[src/decs_cfg.svh]
`ifndef DECS_CFG_SVH
`define DECS_CFG_SVH

// Control register field positions
`define DECS_CTRL_RESET 32'h0000_0000
`define DECS_SQC_LSB 16
`define DECS_HALT_BIT 15
`define DECS_INTERNAL_HALT_REQ_ENABLE_BIT 14
`define DECS_TME_BIT 13
`define DECS_FIFO_FREEZE_SELECT_BIT 12
`define DECS_RCB_BIT 11
`define DECS_BCB_LSB 6
`define DECS_RCA_BIT 5
`define DECS_BCA_LSB 0

// Status register field positions
`define DECS_ST_HW_BIT 9
`define DECS_ST_REQ_BIT 8
`define DECS_ST_MEM_BIT 7
`define DECS_ST_SW_BIT 6
`define DECS_ST_TRACE_BIT 5
`define DECS_ST_FRZ_BIT 4
`define DECS_ST_SQB_BIT 3
`define DECS_ST_SQA_BIT 2
`define DECS_ST_PM_LSB 0

// Qualifier privilege classes, upper two code bits
`define DECS_PRIV_ANY 2'b00
`define DECS_PRIV_USER 2'b10
`define DECS_PRIV_SUPER 2'b11

// Qualifier access kinds, lower three code bits
`define DECS_KIND_ANY 3'h1
`define DECS_KIND_FETCH 3'h2
`define DECS_KIND_DATA 3'h3
`define DECS_KIND_COF 3'h4
`define DECS_KIND_WRITE 3'h5
`define DECS_KIND_READ 3'h6

`endif

[src/decs_pkg.sv]
`default_nettype none

package decs_pkg;

  // Sequential arming modes, in field order 00..11
  typedef enum logic [1:0] {
    DECS_SEQ_OFF,
    DECS_SEQ_TRACE_AFTER_B,
    DECS_SEQ_B_AFTER_A,
    DECS_SEQ_BOTH
  } decs_seq_t;

  // CPU state reported in status, in field order 00..10
  typedef enum logic [1:0] {
    DECS_CPU_RUN,
    DECS_CPU_LOWPWR,
    DECS_CPU_HALTED
  } decs_cpu_t;

endpackage : decs_pkg

`default_nettype wire

[src/decs_top.sv]
// Operation
// - Arm field 00 leaves breakpoints untouched
// - Arm 01: B arms trace, no B break
// - Arm 10: A arms B, no A break
// - Arm 11: no breaks, trace after A-then-B
// - Reset clears all control bits to zero
// - Halt request bit forces debug until cleared
// - Internal halt request only when enabled
// - Trace enable bit gates trace counting
// - Freeze select: B freezes FIFO, no break
// - FIFO stays frozen until frozen flag clears
// - Range invert picks inside or outside range
// - Low codes select access kind qualification
// - Codes 10001-10110 restrict to user accesses
// - Codes 11001-11110 restrict to supervisor accesses
// - Hardware halt flag on pin/internal entry
// - Requested halt flag on entry with bit set
// - Memory break flag on entry after request
// - Software break flag on instruction entry
// - Trace hit flag on trace-zero entry
// - Arm flags record sequential arming events
// - Flags clear on reset or go-leave exit
// - CPU state field: run, low power, debug
// - Go-leave releases CPU until new request
`timescale 1ns/1ps
`default_nettype none
`include "decs_cfg.svh"

module decs_top (
  // Clock and reset
  input wire logic core_clk,
  input wire logic rst_b,
  // Register access from the command decoder
  input wire logic ctrl_wr,
  input wire logic [31:0] ctrl_wdata,
  output logic [31:0] ctrl_rdata,
  output logic [15:0] status_rdata,
  input wire logic go_leave,
  // Halt request sources
  input wire logic internal_halt_req_n,
  input wire logic pin_halt_req_n,
  // CPU handshake
  input wire logic dbg_ack,
  input wire logic cpu_lowpower,
  input wire logic break_instruction,
  output logic dbg_req,
  output logic break_request,
  output logic debug_session,
  // Bus access attributes and comparator results
  input wire logic acc_valid,
  input wire logic acc_match_a,
  input wire logic acc_match_b,
  input wire logic acc_fetch,
  input wire logic acc_cof,
  input wire logic acc_write,
  input wire logic acc_user,
  // Breakpoint counter interface
  output logic qual_hit_a,
  output logic qual_hit_b,
  input wire logic break_instruction_occ_a,
  input wire logic break_instruction_occ_b,
  // Trace counter and PC FIFO interface
  input wire logic trace_zero,
  output logic trace_count_en,
  output logic fifo_freeze
);
  import decs_pkg::*;

  // Control fields
  decs_seq_t seq_q; // Sequential arming mode
  logic halt_q; // Unconditional halt request
  logic internal_halt_req_enable_q; // Internal request enable
  logic tme_q; // Trace enable
  logic fifo_freeze_select_q; // FIFO freeze select
  logic rca_q; // Range invert, A
  logic rcb_q; // Range invert, B
  logic [4:0] bca_q; // Qualifier code, A
  logic [4:0] bcb_q; // Qualifier code, B

  // Status flags
  logic hw_flag_q;
  logic req_flag_q;
  logic mem_flag_q;
  logic sw_flag_q;
  logic trace_flag_q;
  logic frz_flag_q;
  logic sqb_flag_q;
  logic sqa_flag_q;
  decs_cpu_t cpu_q; // Reported CPU state

  // Internal state
  logic ack_q; // Previous acknowledge, for entry edge
  logic mem_pend_q; // Break request issued since last exit
  logic trace_pend_q; // Trace count reached zero
  logic session_q; // Debug session in progress
  logic brk_q;
  logic tce_q;
  logic hit_a_q;
  logic hit_b_q;

  // Combinational terms
  logic entry; // First cycle of a debug entry
  logic int_req; // Gated internal request
  logic pin_req; // External pin request
  logic raw_a;
  logic raw_b;
  logic a_breaks; // A raises breaks in this mode
  logic b_normal; // B acts as a plain breakpoint
  logic b_gate; // B comparison allowed
  logic freeze_ev;
  logic arm_a_ev;
  logic arm_b_ev;
  logic brk_d;
  logic tce_d;

  // Attribute and range qualification of one comparator
  function automatic logic qualify(
    input logic [4:0] code,
    input logic inv,
    input logic match,
    input logic fetch,
    input logic cof,
    input logic write,
    input logic user
  );
    logic in_rng;
    logic priv_ok;
    logic kind_ok;
    in_rng = inv ? !match : match;
    // Privilege class from upper code bits
    case (code[4:3])
      `DECS_PRIV_ANY: priv_ok = 1'b1;
      `DECS_PRIV_USER: priv_ok = user;
      `DECS_PRIV_SUPER: priv_ok = !user;
      default: priv_ok = 1'b0;
    endcase
    // Access kind from lower code bits; x0000 disables
    case (code[2:0])
      `DECS_KIND_ANY: kind_ok = 1'b1;
      `DECS_KIND_FETCH: kind_ok = fetch;
      `DECS_KIND_DATA: kind_ok = !fetch;
      `DECS_KIND_COF: kind_ok = fetch && cof;
      `DECS_KIND_WRITE: kind_ok = !fetch && write;
      `DECS_KIND_READ: kind_ok = !fetch && !write;
      default: kind_ok = 1'b0;
    endcase
    qualify = in_rng && priv_ok && kind_ok;
  endfunction : qualify

  // Request sources; internal input is masked by its enable
  assign int_req = internal_halt_req_enable_q && !internal_halt_req_n;
  assign pin_req = !pin_halt_req_n;
  assign entry = dbg_ack && !ack_q;

  // Halt bit keeps requesting even after a go-leave exit
  assign dbg_req = halt_q || int_req || pin_req || trace_pend_q;

  // Qualified comparator hits, before counting
  assign raw_a = acc_valid && qualify(bca_q, rca_q, acc_match_a,
    acc_fetch, acc_cof, acc_write, acc_user);
  assign raw_b = acc_valid && qualify(bcb_q, rcb_q, acc_match_b,
    acc_fetch, acc_cof, acc_write, acc_user);

  // Mode decode for the sequencer
  always_comb begin
    a_breaks = 1'b1;
    b_normal = 1'b1;
    b_gate = 1'b1;
    tce_d = tme_q;
    case (seq_q)
      // Plain breakpoints and trace
      DECS_SEQ_OFF: begin
        a_breaks = 1'b1;
      end
      // B only arms trace
      DECS_SEQ_TRACE_AFTER_B: begin
        b_normal = 1'b0;
        tce_d = tme_q && sqb_flag_q;
      end
      // A only arms B
      DECS_SEQ_B_AFTER_A: begin
        a_breaks = 1'b0;
        b_gate = sqa_flag_q;
      end
      // A arms B, B arms trace, nothing breaks
      DECS_SEQ_BOTH: begin
        a_breaks = 1'b0;
        b_normal = 1'b0;
        b_gate = sqa_flag_q;
        tce_d = tme_q && sqb_flag_q;
      end
      default: begin
        a_breaks = 1'b0;
      end
    endcase
  end

  // Break and freeze events from counter occurrences
  // B occurrences are ignored while B comparison is still suspended
  assign brk_d = (break_instruction_occ_a && a_breaks) ||
    (break_instruction_occ_b && b_gate && b_normal && !fifo_freeze_select_q);
  assign freeze_ev = break_instruction_occ_b && b_gate && b_normal && fifo_freeze_select_q;
  assign arm_a_ev = break_instruction_occ_a && (seq_q == DECS_SEQ_B_AFTER_A ||
    seq_q == DECS_SEQ_BOTH);
  assign arm_b_ev = break_instruction_occ_b && b_gate &&
    (seq_q == DECS_SEQ_TRACE_AFTER_B || seq_q == DECS_SEQ_BOTH);

  // Control register writes from the command decoder
  always_ff @(posedge core_clk) begin
    if (!rst_b) begin
      seq_q <= DECS_SEQ_OFF;
      halt_q <= 1'b0;
      internal_halt_req_enable_q <= 1'b0;
      tme_q <= 1'b0;
      fifo_freeze_select_q <= 1'b0;
      rca_q <= 1'b0;
      rcb_q <= 1'b0;
      bca_q <= 5'h00;
      bcb_q <= 5'h00;
    end else if (ctrl_wr) begin
      seq_q <= decs_seq_t'(ctrl_wdata[`DECS_SQC_LSB +: 2]);
      halt_q <= ctrl_wdata[`DECS_HALT_BIT];
      internal_halt_req_enable_q <= ctrl_wdata[`DECS_INTERNAL_HALT_REQ_ENABLE_BIT];
      tme_q <= ctrl_wdata[`DECS_TME_BIT];
      fifo_freeze_select_q <= ctrl_wdata[`DECS_FIFO_FREEZE_SELECT_BIT];
      rcb_q <= ctrl_wdata[`DECS_RCB_BIT];
      bcb_q <= ctrl_wdata[`DECS_BCB_LSB +: 5];
      rca_q <= ctrl_wdata[`DECS_RCA_BIT];
      bca_q <= ctrl_wdata[`DECS_BCA_LSB +: 5];
    end
  end

  // Registered sequencer outputs; one cycle behind the events
  always_ff @(posedge core_clk) begin
    if (!rst_b) begin
      brk_q <= 1'b0;
      tce_q <= 1'b0;
      hit_a_q <= 1'b0;
      hit_b_q <= 1'b0;
    end else begin
      brk_q <= brk_d;
      tce_q <= tce_d;
      hit_a_q <= raw_a;
      hit_b_q <= raw_b && b_gate;
    end
  end

  // Entry edge tracking and CPU state
  always_ff @(posedge core_clk) begin
    if (!rst_b) begin
      ack_q <= 1'b0;
      cpu_q <= DECS_CPU_RUN;
    end else begin
      ack_q <= dbg_ack;
      // Debug takes precedence over low power
      if (dbg_ack) begin
        cpu_q <= DECS_CPU_HALTED;
      end else if (cpu_lowpower) begin
        cpu_q <= DECS_CPU_LOWPWR;
      end else begin
        cpu_q <= DECS_CPU_RUN;
      end
    end
  end

  // Pending causes; a new cause in the exit cycle survives
  always_ff @(posedge core_clk) begin
    if (!rst_b) begin
      mem_pend_q <= 1'b0;
      trace_pend_q <= 1'b0;
    end else begin
      mem_pend_q <= brk_q || (mem_pend_q && !go_leave);
      trace_pend_q <= (trace_zero && tce_q) ||
        (trace_pend_q && !go_leave);
    end
  end

  // Session lasts from first entry to a go-leave exit
  always_ff @(posedge core_clk) begin
    if (!rst_b) begin
      session_q <= 1'b0;
    end else begin
      session_q <= entry || (session_q && !go_leave);
    end
  end

  // Entry cause flags; set wins over the exit clear
  always_ff @(posedge core_clk) begin
    if (!rst_b) begin
      hw_flag_q <= 1'b0;
      req_flag_q <= 1'b0;
      mem_flag_q <= 1'b0;
      sw_flag_q <= 1'b0;
      trace_flag_q <= 1'b0;
    end else begin
      hw_flag_q <= (entry && (int_req || pin_req)) ||
        (hw_flag_q && !go_leave);
      req_flag_q <= (entry && halt_q) ||
        (req_flag_q && !go_leave);
      mem_flag_q <= (entry && mem_pend_q) ||
        (mem_flag_q && !go_leave);
      sw_flag_q <= (entry && break_instruction) ||
        (sw_flag_q && !go_leave);
      trace_flag_q <= (entry && trace_pend_q) ||
        (trace_flag_q && !go_leave);
    end
  end

  // Freeze and arming flags; arm flags also hold arming state
  always_ff @(posedge core_clk) begin
    if (!rst_b) begin
      frz_flag_q <= 1'b0;
      sqa_flag_q <= 1'b0;
      sqb_flag_q <= 1'b0;
    end else begin
      frz_flag_q <= freeze_ev || (frz_flag_q && !go_leave);
      sqa_flag_q <= arm_a_ev || (sqa_flag_q && !go_leave);
      sqb_flag_q <= arm_b_ev || (sqb_flag_q && !go_leave);
    end
  end

  // Control readback; unimplemented bits read zero
  assign ctrl_rdata = {14'h0000, seq_q, halt_q, internal_halt_req_enable_q, tme_q, fifo_freeze_select_q,
    rcb_q, bcb_q, rca_q, bca_q};

  // Status readback
  always_comb begin
    status_rdata = 16'h0000;
    status_rdata[`DECS_ST_HW_BIT] = hw_flag_q;
    status_rdata[`DECS_ST_REQ_BIT] = req_flag_q;
    status_rdata[`DECS_ST_MEM_BIT] = mem_flag_q;
    status_rdata[`DECS_ST_SW_BIT] = sw_flag_q;
    status_rdata[`DECS_ST_TRACE_BIT] = trace_flag_q;
    status_rdata[`DECS_ST_FRZ_BIT] = frz_flag_q;
    status_rdata[`DECS_ST_SQB_BIT] = sqb_flag_q;
    status_rdata[`DECS_ST_SQA_BIT] = sqa_flag_q;
    status_rdata[`DECS_ST_PM_LSB +: 2] = cpu_q;
  end

  // Outputs to CPU, counters and FIFO
  assign break_request = brk_q;
  assign debug_session = session_q;
  assign qual_hit_a = hit_a_q;
  assign qual_hit_b = hit_b_q;
  assign trace_count_en = tce_q;
  assign fifo_freeze = frz_flag_q;

endmodule : decs_top

`default_nettype wire

[config.mk]
export PLATFORM = sky130hd
export DESIGN_NAME = decs_top
export DESIGN_NICKNAME = d
export VERILOG_FILES = /design/src/decs_pkg.sv /design/src/decs_top.sv
export VERILOG_INCLUDE_DIRS = /design/src /design/src/src
export SDC_FILE = /design/constraint.sdc
export NUM_CORES = 1
export LEC_CHECK = 0
export BUFFER_PORTS_ARGS = -buffer_cell sky130_fd_sc_hd__buf_2
export CAP_MARGIN = 20
export CORE_UTILIZATION = 43
export DETAILED_ROUTE_END_ITERATION = 8
export PLACE_DENSITY = 0.77
export REMOVE_ABC_BUFFERS = 1
export SYNTH_ARGS = -nofsm -noshare
export SYNTH_HDL_FRONTEND = slang
export SYNTH_SLANG_ARGS = --single-unit
[constraint.sdc]
create_clock -name core_clk -period 1.4 [get_ports core_clk]
set_input_delay 0.28 -clock core_clk [delete_from_list [all_inputs] [get_ports core_clk]]
set_output_delay 0.28 -clock core_clk [all_outputs]
set_load 0.02 [all_outputs]
After elaboration in Yosys (flattened, before gate mapping)
Cells that the tools add are included.
{ "word_totals": {"rom_bits": 0, "ram_bits": 0, "ff_bits": 36, "mem_count": 0, "latchBits": 0, "input_bits": 51} }
{ "op_classes": {"n_reduce_logical": 70, "addsub": 0, "n_lt_le_gt_ge": 0, "n_mul": 0, "n_eq_ne": 19, "muxes": 12, "n_shift": 0, "bitwise": 1, "div_mod_pow": 0} }
{ "ops": {"columns": ["op", "count"], "rows": [
  ["$logic_and 1x1->1", 37],
  ["$eq 3x3->1 const B", 6],
  ["$logic_or 1x1->1", 18],
  ["$eq 2x2->1 const B", 6],
  ["$eq 3x2->1 const B", 4],
  ["$pmux 1 s6", 2],
  ["$logic_not 1->1", 10],
  ["$mux 1", 7],
  ["$eq 3x1->1 const B", 2],
  ["$pmux 1 s3", 2],
  ["$reduce_or 2->1", 3],
  ["$logic_not 2->1", 2],
  ["$eq 2x1->1 const B", 1],
  ["$mux 2", 1],
  ["$not 1->1", 1]
]} }

Depth between registers and ports, before layout
{ "logic_depth": {"depth_word": 7, "depth_mapped": 5, "mapped_depth_nobuf": 4} }

Least setup slack after synthesis
OpenSTA, ideal clock, no wires.
{ "synth_timing": {"path_type": "register -> register", "startpoint": "reg bcb_q[1]", "endpoint": "reg hit_b_q, in the netlist qual_hit_b", "path_stages_with_launch": 5, "n_path_buf": 0, "synth_period_minus_slack_ns": 1.255, "t_arrival_ns": 1.139, "slack_ns": 0.145, "t_required_ns": 1.285, "cell_sequence": "dfxtp_1 > and3b_1 > nor4b_2 > a311oi_1 > and3_1"} }
{ "synth_between": {"elab_chain_len": 5, "word_cells_on_any_way": 10, "cone_classes": "6 x eq/ne; 1 x mux; 3 x reduce/logical"} }
{ "synth_rtl": {"columns": ["item", "line", "text"], "rows": [
  ["start, declared", "decs_top.sv:78", "logic [4:0] bcb_q;"],
  ["start signal, assigned", "decs_top.sv:227", "bcb_q <= ctrl_wdata[`DECS_BCB_LSB +: 5];"],
  ["$eq 3x3->1, or another cell as far along", "decs_top.sv:138", "case (code[2:0])"],
  ["$pmux 1 s6 *", "decs_top.sv:138", null],
  ["$logic_and 1x1->1 *", "decs_top.sv:147", "qualify = in_rng && priv_ok && kind_ok;"],
  ["$logic_and 1x1->1 *", "decs_top.sv:161", "assign raw_b = acc_valid && qualify(bcb_q, rcb_q, acc_match_b,"],
  ["$logic_and 1x1->1 *", "decs_top.sv:244", "hit_b_q <= raw_b && b_gate;"],
  ["end signal, assigned", "decs_top.sv:244", null],
  ["end, declared", "decs_top.sv:99", "logic hit_b_q;"]
]} }
Mark *: on every way between the ends. The rest lies on a longest branch, timed or not.
A chain may end at the register's enable or synchronous reset.

Worst setup path after layout
{ "layout_timing": {"startpoint": "reg internal_halt_req_enable_q", "endpoint": "out dbg_req"} }
{ "layout_between": {"elab_chain_len": 4} }
{ "layout_rtl": {"columns": ["item", "line", "text"], "rows": [
  ["start, declared", "decs_top.sv:72", "logic internal_halt_req_enable_q;"],
  ["start signal, assigned", "decs_top.sv:223", "internal_halt_req_enable_q <= ctrl_wdata[`DECS_INTERNAL_HALT_REQ_ENABLE_BIT];"],
  ["$logic_and 1x1->1", "decs_top.sv:151", "assign int_req = internal_halt_req_enable_q && !internal_halt_req_n;"],
  ["$logic_or 1x1->1 (3 in a row)", "decs_top.sv:156", "assign dbg_req = halt_q || int_req || pin_req || trace_pend_q;"],
  ["end, declared", "decs_top.sv:46", "output logic dbg_req,"]
]} }
No other way between the ends.

==> reports/metrics.yaml <==
finish:
  instances_no_fill: 285
  seq_area_um2: 702
  diodes: 0
  fin_nets: 287
  syn_to_final_growth_pct: 17.9
  fill_cells: 364
  drive_above_1_share: 0.367
  final_common_cell: "buf_2"
  multi_input_area_um2: 787
  design_area_um2: 2040
  layout_common_cells: "buf_2 (70), dfxtp_1 (34), nor2b_1 (31)"
worst_setup_path:
  arrival_ps: 1150
  cp_top_family: "flip-flops"
  r2r_cells: 4
  cp_slowest_stage_delay_ps: 320
  cp_max_fo: 2
  worstPathBufferInverterCount: 2
  worst-setup-path-type: "register to output port"
  cp.required_ps: 1120
  cp-start-kind: "register"
  endpoint_kind: "output port"
  crit_chain: "inv_2, o21ai_2, or3_1, buf_6"
  critPathSlowestCell: "dfxtp_2"
  crit_cells: 4
routing:
  via_per_inst: 4.60
  ant_nets: 0
  wl_per_cell_um: 11.2
  post-route-drc-count: 0
  dr.pass1.iters: 4
  finalWirelength_mm: 3.19
  dr_total_vias: 1310
  drtIter0Drc: 30
yosys:
  async_flop_share: 0
  ys.flop_type: "dfxtp_1"
  ys_seq_elements: 35
  synth_edf_count: 0
  ys_seq_area_frac: 0.405
  synth.area.top_cells: "dfxtp_1 (40%), buf_4 (16%), nor2b_1 (11%)"
  yosysWarnings: 0
  synth.avg_cell_area_um2: 9.73
  yosys.area.top_type: "dfxtp_1"
  synth_cell_types: 36
  synthCells: 178
  syn-cell-area_um2: 1730
  yosysTopAreaCellShare: 0.405
power_and_ir_drop:
  fin_total_pwr_mw: 2.16
  powerDensity_nw_per_um2: 1060
  peakVddDrop_v: 0.000596
  leakage_nw: 1.02
job:
  drv_cap: 0
sta:
  rsz0062_at_grt: "yes"
  skew_ps: 3.21
  period_share: 1.02
  timing.fmax_ghz: 0.697
  fin_ws_ps: -33.9
  hold_viol: 0
  drv_slew: 0
  period_needed_ps: 1430
  finalSetupViolations: 1
clock_network:
  clock_sinks: 35
  cts_tree: "yes"
  h-tree-depth: 2
  cts_max_path_buffers: 2
  clk-insertion-delay-late_ps: 270
  cts_buffers: 5
  cts_root_buffer: "clkbuf_8"
  clk_pin_slew_worst_paths_ps: 60
global_route:
  grt_max_degree: 21
  grt.busiest_layer: "met2"
  met1_usage: 0.176
  grt_remaining_overflow: 0
  use_met3: 0.0399
  antenna_found_initial: 0
  met2_usage: 0.281
  grtUsageTotal: 0.158
  first_global_vias: 1171
  grt_pass1_wl_mm: 5.11
placed_design:
  gp_congestion: 0.795
  place_area_um2: 1940
  port_buffers: 71
  hpwl_mm: 2.45
  dp_cells: 276
status:
  status: "finished with violations"
  violations: "setup timing"
floorplan:
  die_x_um: 65.5
  core_um2: 3770
  die_y_um: 65.5
  initial_core_util: 0.459
  dieArea_um2: 4290
  fp-row-count: 22
  ios: 106
min_path:
  min_path_type: "primary input to register"
  hold_depth: 2
## cells by family after synthesis
logic type,count (synthesis),synth area share
mux,19,0.111
buf+inv,46,0.184
simple gates,53,0.199
flops,35,0.405
compound gates,20,0.0795
other cells,1,0.00217
xor+xnor,4,0.0202
## layout make-up
class | instances | share of cell area
multi-input cells | 116 | 0.385
inverters | 4 | 0.00735
repair buffers | 74 | 0.194
well taps | 48 | 0.0294
flip-flops and latches | 35 | 0.344
clock inverters | 1 | 0.00245
clock buffers | 7 | 0.0374
## where the power goes
part / internal, mW / switching [mW] / leakage (nW)
combinational: 0.165 / 0.228 / 0.685
sequential: 1.05 / 0.0415 / 0.288
clock: 0.349 / 0.330 / 0.0422
total: 1.56 / 0.600 / 1.02
## worst paths after layout
kind	start	to	slack, ps
setup / recovery	internal_halt_req_enable_q	dbg_req	-30
hold / removal	dbg_ack	cpu_q[0]	180
setup reg to reg	bcb_q[1]	qual_hit_b	160
hold reg to reg	tme_q	trace_count_en	460
## worst register-to-register path, stage by stage, from the launching register on
cell and delay [ps]:
dfxtp_1 430, and3b_1 220, nor4b_2 220, a311oi_1 70, and3_1 190
## sequential cells by signal, indices dropped and copies added, names as in the netlist, 2 cells and up
register / cells
bca_q: 5
bcb_q: 5
cpu_q: 2
seq_q: 2
## per-layer routing
metal	vias to the layer above	wire length, um
met1	598	1380
li1	659	-
met3	2	159
met2	51	1620
met5	-	0
met4	0	35
## stage by stage
| stage | TNS [ps] | setup slack (ps) | hold WS [ps] | utilization |
|---|---|---|---|---|
| floorplan | 0 | 145 | 352 | - |
| global placement | 0 | 205 | 449 | 0.515 |
| detailed placement | 0 | 179 | 452 | 0.515 |
| CTS | -107 | -107 | 168 | 0.541 |
| global route | -91.1 | -91.1 | 174 | 0.541 |
| finish | -33.9 | -33.9 | 182 | 0.541 |
## cells in the mapped netlist, drive strengths merged, types with 2 or more instances
cell	count
xor2	2
inv	4
mux2i	18
a21oi	4
clkbuf	3
nor2b	31
and2	2
nand4	2
nand2	4
nand2b	2
xnor2	2
nor2	3
dfxtp	35
a22oi	7
o21ai	2
a211oi	2
buf	39
## timing repair
action	CTS	global route
setup endpoints to repair	1	1
setup buffers	1	0
gates resized for setup	6	0
hold buffers	0	0
pin swaps	2	1
(Power assumes the default switching activity.)
